===== config.mk =====
export PLATFORM = sky130hd
export DESIGN_NAME = lbfs_supervisor
export DESIGN_NICKNAME = d
export VERILOG_FILES = /design/src/design/lbfs_pkg.sv /design/src/design/lbfs_supervisor.sv /design/src/design/lbfs_sync.sv
export SDC_FILE = /design/constraint.sdc
export NUM_CORES = 1
export LEC_CHECK = 0
export BUFFER_PORTS_ARGS = -buffer_cell sky130_fd_sc_hd__buf_2
export CORE_ASPECT_RATIO = 1.2
export CORE_UTILIZATION = 55
export DETAILED_ROUTE_END_ITERATION = 16
export PLACE_DENSITY = 0.81
export SLEW_MARGIN = 20
export SYNTH_ARGS = -nofsm -noshare
export SYNTH_HDL_FRONTEND = slang
export SYNTH_SLANG_ARGS = --single-unit

===== constraint.sdc =====
create_clock -name i_ref_clk -period 7.4 [get_ports i_ref_clk]
set_input_delay 1.48 -clock i_ref_clk [delete_from_list [all_inputs] [get_ports i_ref_clk]]
set_output_delay 1.48 -clock i_ref_clk [all_outputs]
set_load 0.005 [all_outputs]

===== src/design/lbfs_pkg.sv =====
// shared constants and types for the led boost fault supervisor
package lbfs_pkg;

   // ----------------------------------------------------------------
   // clock and timing
   // ----------------------------------------------------------------
   localparam int CLK_PERIOD_NS    = 100;
   localparam int SYNC_LOW_NS      = 7000;
   localparam int SYNC_LOW_CYCLES  = (SYNC_LOW_NS + CLK_PERIOD_NS - 1) / CLK_PERIOD_NS;
   localparam int DIM_LOW_CYCLES   = 32750;
   localparam int CC_WINDOW_CYCLES = 10000;
   localparam int DETECT_CYCLES    = 16;
   localparam int SYNC_CNT_W       = 8;
   localparam int DIM_CNT_W        = 16;
   localparam int CC_CNT_W         = 16;
   localparam int DET_CNT_W        = 5;

   // ----------------------------------------------------------------
   // strings and register map
   // ----------------------------------------------------------------
   localparam int NUM_STRINGS = 4;
   localparam int AXI_AW      = 4;
   localparam logic [AXI_AW-1:0] ADDR_CTRL   = 4'h0;
   localparam logic [AXI_AW-1:0] ADDR_STATUS = 4'h4;
   localparam logic [NUM_STRINGS-1:0] CTRL_RESET = 4'hf;
   localparam logic [1:0] RESP_OKAY   = 2'h0;
   localparam logic [1:0] RESP_DECERR = 2'h3;

   // status field positions
   localparam int ST_SHORT_LSB = 0;
   localparam int ST_OPEN_LSB  = 4;
   localparam int ST_CAUSE_LSB = 8;
   localparam int ST_FAULT_BIT = 13;
   localparam int ST_STATE_LSB = 14;
   localparam int ST_CC_BIT    = 16;

   // latched shutdown causes
   localparam int CAUSE_W       = 5;
   localparam int CAUSE_NODE_OV = 0;
   localparam int CAUSE_SEC_LIM = 1;
   localparam int CAUSE_IN_2X   = 2;
   localparam int CAUSE_CC_EXP  = 3;
   localparam int CAUSE_HOST    = 4;
   localparam logic [CAUSE_W-1:0] CAUSE_FLAG_MASK = 5'h0f;

   typedef enum logic [1:0] {
      LBFS_SLEEP,
      LBFS_DETECT,
      LBFS_RUN,
      LBFS_LATCHED
   } lbfs_state_t;

   // comparator outputs from the analog side
   typedef struct packed {
      logic                   output_overvoltage_sense_n;
      logic                   switch_node_overvoltage;
      logic                   cycle_current_limit;
      logic                   secondary_switch_current_limit;
      logic                   input_current_1x;
      logic                   input_current_2x;
      logic [NUM_STRINGS-1:0] led_open;
      logic [NUM_STRINGS-1:0] led_sink_pin_short;
   } lbfs_cmp_t;

   localparam int CMP_W = $bits(lbfs_cmp_t);

   // drive to the power stage
   typedef struct packed {
      logic                   boost_enable;
      logic                   disconnect_gate;
      logic                   disconnect_cc;
      logic [NUM_STRINGS-1:0] led_sink_enable;
      logic                   fault;
   } lbfs_drv_t;

endpackage


===== src/design/lbfs_supervisor.sv =====
// fault supervision and shutdown logic of the led boost driver
// Function
// - dim rising edge rechecks short-removed strings
// - output overvoltage low stops boost switching
// - open string at overvoltage is removed
// - switch node overvoltage latches device off
// - switch node latch clears only by shutdown
// - string detection completes before boost starts
// - cycle current limit ends current cycle
// - secondary limit shuts boost, sinks, gate
// - secondary limit latches until long dim-low
// - one-times current: bounded constant-current window
// - fault flag rises on entering one-times mode
// - one-times clears early: flag drops, normal
// - sync pin low long stops everything
// - long dim-low enters low power mode
// - two-times current turns disconnect gate off
// - two-times current latches shutdown with flag
// - dim low turns boost and sinks off
// - shorted sink pin string is removed
`timescale 1ns/1ns
`default_nettype none
module lbfs_supervisor #(
   parameter int P_DIM_LOW_CYCLES = 32750,
   parameter int P_CC_CYCLES      = 10000
) (
   input  wire logic                    i_ref_clk,
   input  wire logic                    i_rst,
   input  wire logic                    i_dim_enable,
   input  wire logic                    i_freq_set_sync_pin,
   input  wire logic                    i_undervoltage_lockout,
   input  wire lbfs_pkg::lbfs_cmp_t     i_cmp,
   output lbfs_pkg::lbfs_drv_t          o_drv,
   input  wire logic [3:0]              i_s_axi_awaddr,
   input  wire logic                    i_s_axi_awvalid,
   output logic                         o_s_axi_awready,
   input  wire logic [31:0]             i_s_axi_wdata,
   input  wire logic [3:0]              i_s_axi_wstrb,
   input  wire logic                    i_s_axi_wvalid,
   output logic                         o_s_axi_wready,
   output logic [1:0]                   o_s_axi_bresp,
   output logic                         o_s_axi_bvalid,
   input  wire logic                    i_s_axi_bready,
   input  wire logic [3:0]              i_s_axi_araddr,
   input  wire logic                    i_s_axi_arvalid,
   output logic                         o_s_axi_arready,
   output logic [31:0]                  o_s_axi_rdata,
   output logic [1:0]                   o_s_axi_rresp,
   output logic                         o_s_axi_rvalid,
   input  wire logic                    i_s_axi_rready
);
   import lbfs_pkg::*;

   // ----------------------------------------------------------------
   // input synchronisation
   // ----------------------------------------------------------------
   localparam int SYNC_W = CMP_W + 3;

   logic [SYNC_W-1:0]      sync_out;
   lbfs_cmp_t              cmp_s;
   logic                   dim_s;
   logic                   fsync_s;
   logic                   lockout_s;
   logic                   dim_q;
   logic                   dim_rise;

   lbfs_sync #(.W(SYNC_W)) u_sync (
      .i_ref_clk (i_ref_clk),
      .i_rst     (i_rst),
      .i_d       ({i_cmp, i_dim_enable, i_freq_set_sync_pin, i_undervoltage_lockout}),
      .o_q       (sync_out)
   );

   assign cmp_s   = sync_out[SYNC_W-1:3];
   assign dim_s   = sync_out[2];
   assign fsync_s = sync_out[1];
   assign lockout_s = sync_out[0];

   always_ff @(posedge i_ref_clk or posedge i_rst)
   begin
      if (i_rst)
         dim_q <= 1'b0;
      else
         dim_q <= dim_s;
   end

   assign dim_rise = dim_s & ~dim_q;

   // ----------------------------------------------------------------
   // timers
   // ----------------------------------------------------------------
   logic [DIM_CNT_W-1:0]  dim_low_cnt;
   logic [SYNC_CNT_W-1:0] sync_low_cnt;
   logic [CC_CNT_W-1:0]   cc_cnt;
   logic [DET_CNT_W-1:0]  det_cnt;
   lbfs_state_t           state;
   logic                  active;
   logic                  shutdown_req;
   logic                  host_sd;
   logic                  cc_active;
   logic                  cc_expire;

   assign active = (state == LBFS_DETECT) || (state == LBFS_RUN);

   // dim low long enough, or supply lost: full shutdown
   assign shutdown_req = lockout_s
                       | (~dim_s && dim_low_cnt == DIM_CNT_W'(P_DIM_LOW_CYCLES - 1));

   always_ff @(posedge i_ref_clk or posedge i_rst)
   begin
      if (i_rst)
         dim_low_cnt <= '0;
      else if (dim_s)
         dim_low_cnt <= '0;
      else if (dim_low_cnt != DIM_CNT_W'(P_DIM_LOW_CYCLES - 1))
         dim_low_cnt <= dim_low_cnt + 1'b1;
   end

   // sync pin low for longer than the host shutdown time
   assign host_sd = ~fsync_s && sync_low_cnt == SYNC_CNT_W'(SYNC_LOW_CYCLES);

   always_ff @(posedge i_ref_clk or posedge i_rst)
   begin
      if (i_rst)
         sync_low_cnt <= '0;
      else if (fsync_s)
         sync_low_cnt <= '0;
      else if (sync_low_cnt != SYNC_CNT_W'(SYNC_LOW_CYCLES))
         sync_low_cnt <= sync_low_cnt + 1'b1;
   end

   // one-times constant-current window
   assign cc_active = active && cmp_s.input_current_1x && !cmp_s.input_current_2x;
   assign cc_expire = cc_active && cc_cnt == CC_CNT_W'(P_CC_CYCLES - 1);

   always_ff @(posedge i_ref_clk or posedge i_rst)
   begin
      if (i_rst)
         cc_cnt <= '0;
      else if (cc_active)
         cc_cnt <= cc_cnt + 1'b1;
      else
         cc_cnt <= '0;
   end

   // ----------------------------------------------------------------
   // latched shutdown causes
   // ----------------------------------------------------------------
   logic [CAUSE_W-1:0] cause;
   logic [CAUSE_W-1:0] trip;
   logic               trip_now;

   always_comb
   begin
      trip                = '0;
      trip[CAUSE_NODE_OV] = (state == LBFS_RUN) && cmp_s.switch_node_overvoltage;
      trip[CAUSE_SEC_LIM] = cmp_s.secondary_switch_current_limit;
      trip[CAUSE_IN_2X]   = cmp_s.input_current_2x;
      trip[CAUSE_CC_EXP]  = cc_expire;
      trip[CAUSE_HOST]    = host_sd;
      if (!active)
         trip = '0;
   end

   assign trip_now = |trip;

   always_ff @(posedge i_ref_clk or posedge i_rst)
   begin
      if (i_rst)
         cause <= '0;
      else if (shutdown_req)
         cause <= '0;
      else
         cause <= cause | trip;
   end

   // ----------------------------------------------------------------
   // sequencer
   // ----------------------------------------------------------------
   always_ff @(posedge i_ref_clk or posedge i_rst)
   begin
      if (i_rst)
      begin
         state   <= LBFS_SLEEP;
         det_cnt <= '0;
      end
      else if (shutdown_req)
      begin
         state   <= LBFS_SLEEP;
         det_cnt <= '0;
      end
      else
      begin
         unique case (state)
            LBFS_SLEEP:
            begin
               det_cnt <= '0;
               if (dim_s)
                  state <= LBFS_DETECT;
            end
            LBFS_DETECT:
            begin
               det_cnt <= det_cnt + 1'b1;
               if (trip_now)
                  state <= LBFS_LATCHED;
               else if (det_cnt == DET_CNT_W'(DETECT_CYCLES - 1))
                  state <= LBFS_RUN;
            end
            LBFS_RUN:
            begin
               if (trip_now)
                  state <= LBFS_LATCHED;
            end
            LBFS_LATCHED:
               state <= LBFS_LATCHED;
         endcase
      end
   end

   // ----------------------------------------------------------------
   // string removal
   // ----------------------------------------------------------------
   logic [NUM_STRINGS-1:0] short_rm;
   logic [NUM_STRINGS-1:0] open_rm;
   logic [NUM_STRINGS-1:0] str_en;
   logic                   overvoltage_hit;
   logic                   sinking;

   assign overvoltage_hit = ~cmp_s.output_overvoltage_sense_n;
   assign sinking = active && dim_s;

   always_ff @(posedge i_ref_clk or posedge i_rst)
   begin
      if (i_rst)
         short_rm <= '0;
      else if (state == LBFS_SLEEP)
         short_rm <= '0;
      else
         short_rm <= (dim_rise ? '0 : short_rm)
                   | (sinking ? cmp_s.led_sink_pin_short : '0);
   end

   always_ff @(posedge i_ref_clk or posedge i_rst)
   begin
      if (i_rst)
         open_rm <= '0;
      else if (state == LBFS_SLEEP)
         open_rm <= '0;
      else if (state == LBFS_RUN && overvoltage_hit)
         open_rm <= open_rm | cmp_s.led_open;
   end

   // ----------------------------------------------------------------
   // power stage drive
   // ----------------------------------------------------------------
   lbfs_drv_t next_drv;
   logic      run_ok;

   assign run_ok = (state == LBFS_RUN) && !trip_now;

   always_comb
   begin
      next_drv                 = '0;
      next_drv.boost_enable    = run_ok && dim_s
                               && !overvoltage_hit
                               && !cmp_s.cycle_current_limit;
      next_drv.disconnect_gate = active && !trip_now;
      next_drv.disconnect_cc   = cc_active && !trip_now;
      if (state == LBFS_DETECT && dim_s && !trip_now)
         next_drv.led_sink_enable = str_en & ~short_rm;
      else if (run_ok && dim_s)
         next_drv.led_sink_enable = str_en & ~short_rm & ~open_rm;
      next_drv.fault = cc_active
                     | (|((cause | trip) & CAUSE_FLAG_MASK));
   end

   always_ff @(posedge i_ref_clk or posedge i_rst)
   begin
      if (i_rst)
         o_drv <= '0;
      else
         o_drv <= next_drv;
   end

   // ----------------------------------------------------------------
   // register slave
   // ----------------------------------------------------------------
   logic [31:0] status;

   always_comb
   begin
      status = '0;
      status[ST_SHORT_LSB +: NUM_STRINGS] = short_rm;
      status[ST_OPEN_LSB +: NUM_STRINGS]  = open_rm;
      status[ST_CAUSE_LSB +: CAUSE_W]     = cause;
      status[ST_FAULT_BIT]                = o_drv.fault;
      status[ST_STATE_LSB +: 2]           = state;
      status[ST_CC_BIT]                   = cc_active;
   end

   // write channel: both address and data taken together
   always_ff @(posedge i_ref_clk or posedge i_rst)
   begin
      if (i_rst)
      begin
         o_s_axi_awready <= 1'b0;
         o_s_axi_wready  <= 1'b0;
         o_s_axi_bvalid  <= 1'b0;
         o_s_axi_bresp   <= RESP_OKAY;
         str_en          <= CTRL_RESET;
      end
      else
      begin
         o_s_axi_awready <= 1'b0;
         o_s_axi_wready  <= 1'b0;
         if (o_s_axi_bvalid && i_s_axi_bready)
            o_s_axi_bvalid <= 1'b0;
         if (i_s_axi_awvalid && i_s_axi_wvalid && !o_s_axi_bvalid
             && !o_s_axi_awready)
         begin
            o_s_axi_awready <= 1'b1;
            o_s_axi_wready  <= 1'b1;
            o_s_axi_bvalid  <= 1'b1;
            if (i_s_axi_awaddr == ADDR_CTRL)
            begin
               o_s_axi_bresp <= RESP_OKAY;
               if (i_s_axi_wstrb[0])
                  str_en <= i_s_axi_wdata[NUM_STRINGS-1:0];
            end
            else if (i_s_axi_awaddr == ADDR_STATUS)
               o_s_axi_bresp <= RESP_OKAY;
            else
               o_s_axi_bresp <= RESP_DECERR;
         end
      end
   end

   // read channel
   always_ff @(posedge i_ref_clk or posedge i_rst)
   begin
      if (i_rst)
      begin
         o_s_axi_arready <= 1'b0;
         o_s_axi_rvalid  <= 1'b0;
         o_s_axi_rdata   <= '0;
         o_s_axi_rresp   <= RESP_OKAY;
      end
      else
      begin
         o_s_axi_arready <= 1'b0;
         if (o_s_axi_rvalid && i_s_axi_rready)
            o_s_axi_rvalid <= 1'b0;
         if (i_s_axi_arvalid && !o_s_axi_rvalid && !o_s_axi_arready)
         begin
            o_s_axi_arready <= 1'b1;
            o_s_axi_rvalid  <= 1'b1;
            o_s_axi_rresp   <= RESP_OKAY;
            if (i_s_axi_araddr == ADDR_CTRL)
               o_s_axi_rdata <= {{(32-NUM_STRINGS){1'b0}}, str_en};
            else if (i_s_axi_araddr == ADDR_STATUS)
               o_s_axi_rdata <= status;
            else
            begin
               o_s_axi_rdata <= '0;
               o_s_axi_rresp <= RESP_DECERR;
            end
         end
      end
   end

endmodule
`default_nettype wire


===== src/design/lbfs_sync.sv =====
// two-stage synchroniser for a group of asynchronous levels
`timescale 1ns/1ns
`default_nettype none
module lbfs_sync #(
   parameter int W = 1
) (
   input  wire logic         i_ref_clk,
   input  wire logic         i_rst,
   input  wire logic [W-1:0] i_d,
   output logic      [W-1:0] o_q
);

   logic [W-1:0] meta;

   always_ff @(posedge i_ref_clk or posedge i_rst)
   begin
      if (i_rst)
      begin
         meta <= '0;
         o_q  <= '0;
      end
      else
      begin
         meta <= i_d;
         o_q  <= meta;
      end
   end

endmodule
`default_nettype wire


Word-level counts from Yosys, hierarchy flattened
Cells that the tools add are included.
Storage, ports and cells
  bits in registers: 147
  logic and storage cells: 134
  output and inout port bits: 49
  input port bits: 68
Operators by class
  multiplexer cells: 34
  reductions and logical operators: 44
  bitwise gates (word level): 14
  eq/ne operators: 14
  $add $sub $neg: 4
Operators by type and width (count)
  $mux W16: 3
  $mux W17: 2
  $add A16 B1 Y16 const B: 2
  $mux W4: 7
  $logic_and A1 B1 Y1: 23
  $mux W2: 9
  $eq A16 B14 Y1 const B: 1
  $eq A16 B15 Y1 const B: 1
  $mux W8: 2
  $ne A16 B15 Y1 const B: 1
  $mux W5: 3
  $pmux W5 S2: 1
  $reduce_bool A2 Y1: 5
  $add A8 B1 Y8 const B: 1
  $and A4 B4 Y4: 2
  $eq A4 B3 Y1 const B: 2
  $eq A8 B7 Y1 const B: 1
  $logic_not A4 Y1: 2
  $ne A8 B7 Y1 const B: 1
  $not A4 Y4: 2
  $or A4 B4 Y4: 2
  $pmux W2 S4: 1
  $logic_not A1 Y1: 7
  $mux W1: 6
  other kinds (17): 23

Depth between registers and ports, before layout
  depth in word-level cells: 12
  gate-level depth with buffers: 8
  depth with buffers taken out: 8

Modules after synthesis
Synthesis repeated with hierarchy kept, for this count alone.
Second synthesis, totals
  cells, all modules: 464
  area total of the unflattened synthesis: 5345.1 um2
By module, submodules not included
  lbfs_supervisor: cells an instance 429, seq. area each 2407.3 um2, instances 1, area an instance 4490.6 um2
  lbfs_sync: cells an instance 35, seq. area each 850.8 um2, instances 1, area an instance 854.6 um2

Worst setup path after synthesis
Ideal clock, no wire load.
  path kind: input-to-reg
  start point: input port i_s_axi_araddr[1]
  end point: register o_s_axi_rdata[10]
  data required time: 7.334 ns
  slack: 4.615 ns
  setup time: 0.066 ns
  arrival: 2.718 ns
  stages on the path: 4
  path buffers: 1
  cell sequence: or4_1 > nor2_1 > clkbuf_1 > a22o_1
On the way
  cells in the longest elaborated chain, start to end: 3
  elaborated cells on any way between the ends: 4
  those cells by class: 1 x eq/ne; 2 x mux; 1 x reduce/logical
RTL lines
  from (decl): line lbfs_supervisor.sv:44  | input wire logic [3:0] i_s_axi_araddr,
  $eq A4 B3 Y1: line lbfs_supervisor.sv:360  | else if (i_s_axi_araddr == ADDR_STATUS)
  $mux W17: line lbfs_supervisor.sv:360
  $mux W17 *: line lbfs_supervisor.sv:358  | if (i_s_axi_araddr == ADDR_CTRL)
  to (signal assigned): line lbfs_supervisor.sv:359  | o_s_axi_rdata <= {{(32-NUM_STRINGS){1'b0}}, str_en};
  to (signal assigned): line lbfs_supervisor.sv:361  | o_s_axi_rdata <= status;
  to (decl): line lbfs_supervisor.sv:47  | output logic [31:0] o_s_axi_rdata,
Mark *: on every way between the ends. The rest lies on a longest branch, timed or not.
A chain may end at the register's enable or synchronous reset.

Worst setup path after layout
  start point: input port i_s_axi_arvalid
  end point: register o_s_axi_rdata[13]
On the way
  cells in the longest elaborated chain, start to end: 2
RTL lines
  from (decl): line lbfs_supervisor.sv:45  | input wire logic i_s_axi_arvalid,
  $logic_and A1 B1 Y1 (2 in series): line lbfs_supervisor.sv:353  | if (i_s_axi_arvalid && !o_s_axi_rvalid && !o_s_axi_arready)
No other way between the ends.

==> results.sh <==
export IMPL_synth_edf_count=0
export IMPL_maxCapViolCount=0
export IMPL_switchingPower_uw=501
export IMPL_cts_sinks=130
export IMPL_nets=607
export IMPL_fin_skew_ns=0.00759
export IMPL_switching_share_pct=26.6
export IMPL_r2r_slack_ns=4.48
export IMPL_area_delta_synth_final_pct=18.3
export IMPL_hold_end="u_sync.o_q[0]"
export IMPL_dieArea_um2=10100
export IMPL_yosys_warnings=0
export IMPL_finalSetupViolCount=0
export IMPL_cts_resized=0
export IMPL_synthAdderAreaFrac_pct=2.59
export IMPL_syn_inst=455
export IMPL_power_density_nw_per_um2=299
export IMPL_cp_start_kind="input port"
export IMPL_final_min_clock_period_ns=3.06
export IMPL_core_um2=9220
export IMPL_final_layout_size_suffix_gt1_share_pct=22.2
export IMPL_critPathRequiredTime_ns=7.87
export IMPL_status="completed"
export IMPL_synth_mux_area_fraction_pct=2.07
export IMPL_post_cts_setup_buffers=0
export IMPL_combPwrFrac_pct=13.7
export IMPL_grt_pass1_wl_um=16900
export IMPL_drv_slew=0
export IMPL_viasPerCell=5.41
export IMPL_h_tree_depth=4
export IMPL_synth_compound_area_share_pct=8.34
export IMPL_portBuffers=70
export IMPL_nFillCells=672
export IMPL_seq_area_frac_synth_pct=61.2
export IMPL_hold_viol=0
export IMPL_timing_fmax_ghz=0.327
export IMPL_cts_buffer_depth=2
export IMPL_r2r_cells=7
export IMPL_grt_max_degree=94
export IMPL_min_period_over_period_pct=41.3
export IMPL_track_usage_pct=22.2
export IMPL_insertion_delay_ns=0.53
export IMPL_syn_mean_instance_area_um2=11.7
export IMPL_synth_top_family_by_area="simple AND/OR/NAND/NOR gates"
export IMPL_std_cell_rows=38
export IMPL_worstMarginPinSlew_ns=1.00
export IMPL_power_internal_uw=1380
export IMPL_wl_um=10100
export IMPL_slew_headroom_pct=33.2
export IMPL_hpwl_um=6550
export IMPL_root_buffer="clkbuf_8"
export IMPL_setup_tns_ns=0
export IMPL_critPathKind="in2reg"
export IMPL_power_frac_seq_pct=42.5
export IMPL_cellLeakagePower_uw=0.00301
export IMPL_grt_pass1_vias=3586
export IMPL_grt_setup_unrepaired="no"
export IMPL_post_route_drc_count=0
export IMPL_clock_power_share_pct=43.8
export IMPL_rr_endpoint="state[0]"
export IMPL_reg2reg_from="state[0]"
export IMPL_dr_first_iter_drc_count=185
export IMPL_synth_xor_area_share_pct=5.59
export IMPL_die_w_um=91.8
export IMPL_wl_per_cell_um=15.3
export IMPL_final_common_cell="dfrtp_1"
export IMPL_cp_max_fo=20
export IMPL_grt_overflow=0
export IMPL_synth_cell_area_um2=5320
export IMPL_antenna_found_initial=0
export IMPL_ys_flop_type="dfrtp_1"
export IMPL_synth_simple_area_share_pct=15.3
export IMPL_dr_pass1_iters=4
export IMPL_cp_end_kind="flop"
export IMPL_synth_cell_type_count=54
export IMPL_clk_pin_slew_ns=0.06
export IMPL_antenna_cells=0
export IMPL_gp_congestion=0.815
export IMPL_hp_class="reg2reg"
export IMPL_ioPinCount=117
export IMPL_die_height_um=110
export IMPL_ant_nets=0
export IMPL_final_cell_mix="dfrtp_1 (126), buf_2 (70), nor2_1 (61)"
export IMPL_peakVddDrop_v=0.000147
export IMPL_hold_depth=0
export IMPL_ys_ff_latch=130
export IMPL_async_flop_share_pct=100
export IMPL_hp_start="u_sync.meta[0]"
export IMPL_initial_core_util_pct=57.7
export IMPL_cts_hold_buf=0
export IMPL_numCtsBuffers=17
export IMPL_cts_tree="yes"
export IMPL_fin_hold_ws_ns=0.347
export IMPL_worst_ep_arrival_time_ns=3.52
export IMPL_num_vias=3575
-- cell type report --
type	count	area (um2)	area share, %
Timing Repair Buffer	71	362	5.74
Multi-Input combinational cell	289	1860	29.6
Sequential cell	130	3260	51.7
Tap cell	120	150	2.38
Clock inverter	13	161	2.56
Clock buffer	19	432	6.85
Inverter	19	73.8	1.17
-- worst max-delay path by stage --
stage,startpoint,end,slack [ns],cells past startpoint
after global placement,i_s_axi_arvalid,o_s_axi_rdata[4],3.92,5
final,i_s_axi_arvalid,o_s_axi_rdata[13],4.34,5
after global routing,i_s_axi_arvalid,o_s_axi_rdata[13],4.21,5
after floorplan,i_rst,cause[0],2.46,1
after CTS,i_s_axi_arvalid,o_s_axi_rdata[13],4.34,5
after detailed placement,i_s_axi_arvalid,o_s_axi_rdata[13],3.82,5
-- sequential cells by signal, indices dropped and copies added (netlist names), 4 cells and up --
register / flops
sync_low_cnt: 8
open_rm: 4
o_drv: 8
cc_cnt: 16
u_sync.meta: 17
cause: 5
u_sync.o_q: 17
str_en: 4
short_rm: 4
o_s_axi_rdata: 17
det_cnt: 5
dim_low_cnt: 16
-- cell families after synthesis --
family                   count (synthesis)
AO/OA/AOI/OAI                           64
XOR/XNOR                                34
buffers and inverters                   50
flip-flops                             130
multiplexers                            10
other                                    1
adder cells (fa/ha/maj)                 11
AND/OR/NAND/NOR                        155
-- synthesized netlist by cell type (all sizes together) (2+ instances only) --
master / n / share of area [%]
a21oi: 19 / 1.8
nor3: 8 / 0.85
and4: 5 / 0.82
nand2b: 4 / 0.47
a32oi: 4 / 0.66
ha: 11 / 2.6
a31oi: 5 / 0.59
mux2: 5 / 1.1
or3: 2 / 0.23
a22o: 13 / 2.1
nor2: 61 / 4.3
nand3: 16 / 1.5
nand4: 8 / 0.94
dfstp: 4 / 2.0
buf: 20 / 2.7
xnor2: 13 / 2.1
clkbuf: 11 / 0.78
o21bai: 2 / 0.28
a21o: 4 / 0.59
nor3b: 3 / 0.42
a211oi: 2 / 0.28
dfrtp: 126 / 59
and2: 5 / 0.63
mux2i: 5 / 0.94
nor4b: 5 / 0.82
nand2: 18 / 1.3
o21ai: 8 / 0.75
nor4: 4 / 0.75
inv: 19 / 1.3
xor2: 21 / 3.5
or4b: 2 / 0.45
and3: 8 / 0.94
-- per-stage QoR --
stage                     setup slack [ns]  std cells  total power (uW)  cell area, um2  utilization [%]
final                                 4.34        661              1880            6300             68.3
after global routing                  4.21        661              1970            6300             68.3
after CTS                             4.34        661              1890            6290             68.2
after detailed placement              3.82        629              1060            5700             61.8
after global placement                3.92        629              1050            5700             61.8
after floorplan                       2.46        469               996            5380                -
-- layer usage --
layer,vias up,track usage [%],part of all wire (%)
met2,94,38.8,53
met1,1777,25.6,41
li1,1685,-,-
met5,-,0,0
met4,0,8.82,1.7
met3,19,7.12,3.9
-- worst max-delay path, stage by stage --
cell	delay, ns
buf_2	0.08
nand2_1	0.35
or4_1	0.67
nor2_1	0.69
a22o_1	0.24
-- power groups by stage --
stage / Combinational (uW) / Clock [uW] / Sequential (uW)
after global placement: 242 / 0 / 808
after detailed placement: 253 / 0 / 812
after global routing: 288 / 872 / 806
after CTS: 258 / 834 / 800
after floorplan: 196 / 0 / 800
final: 258 / 825 / 801
No activity file was read; power rests on OpenSTA's default activity.
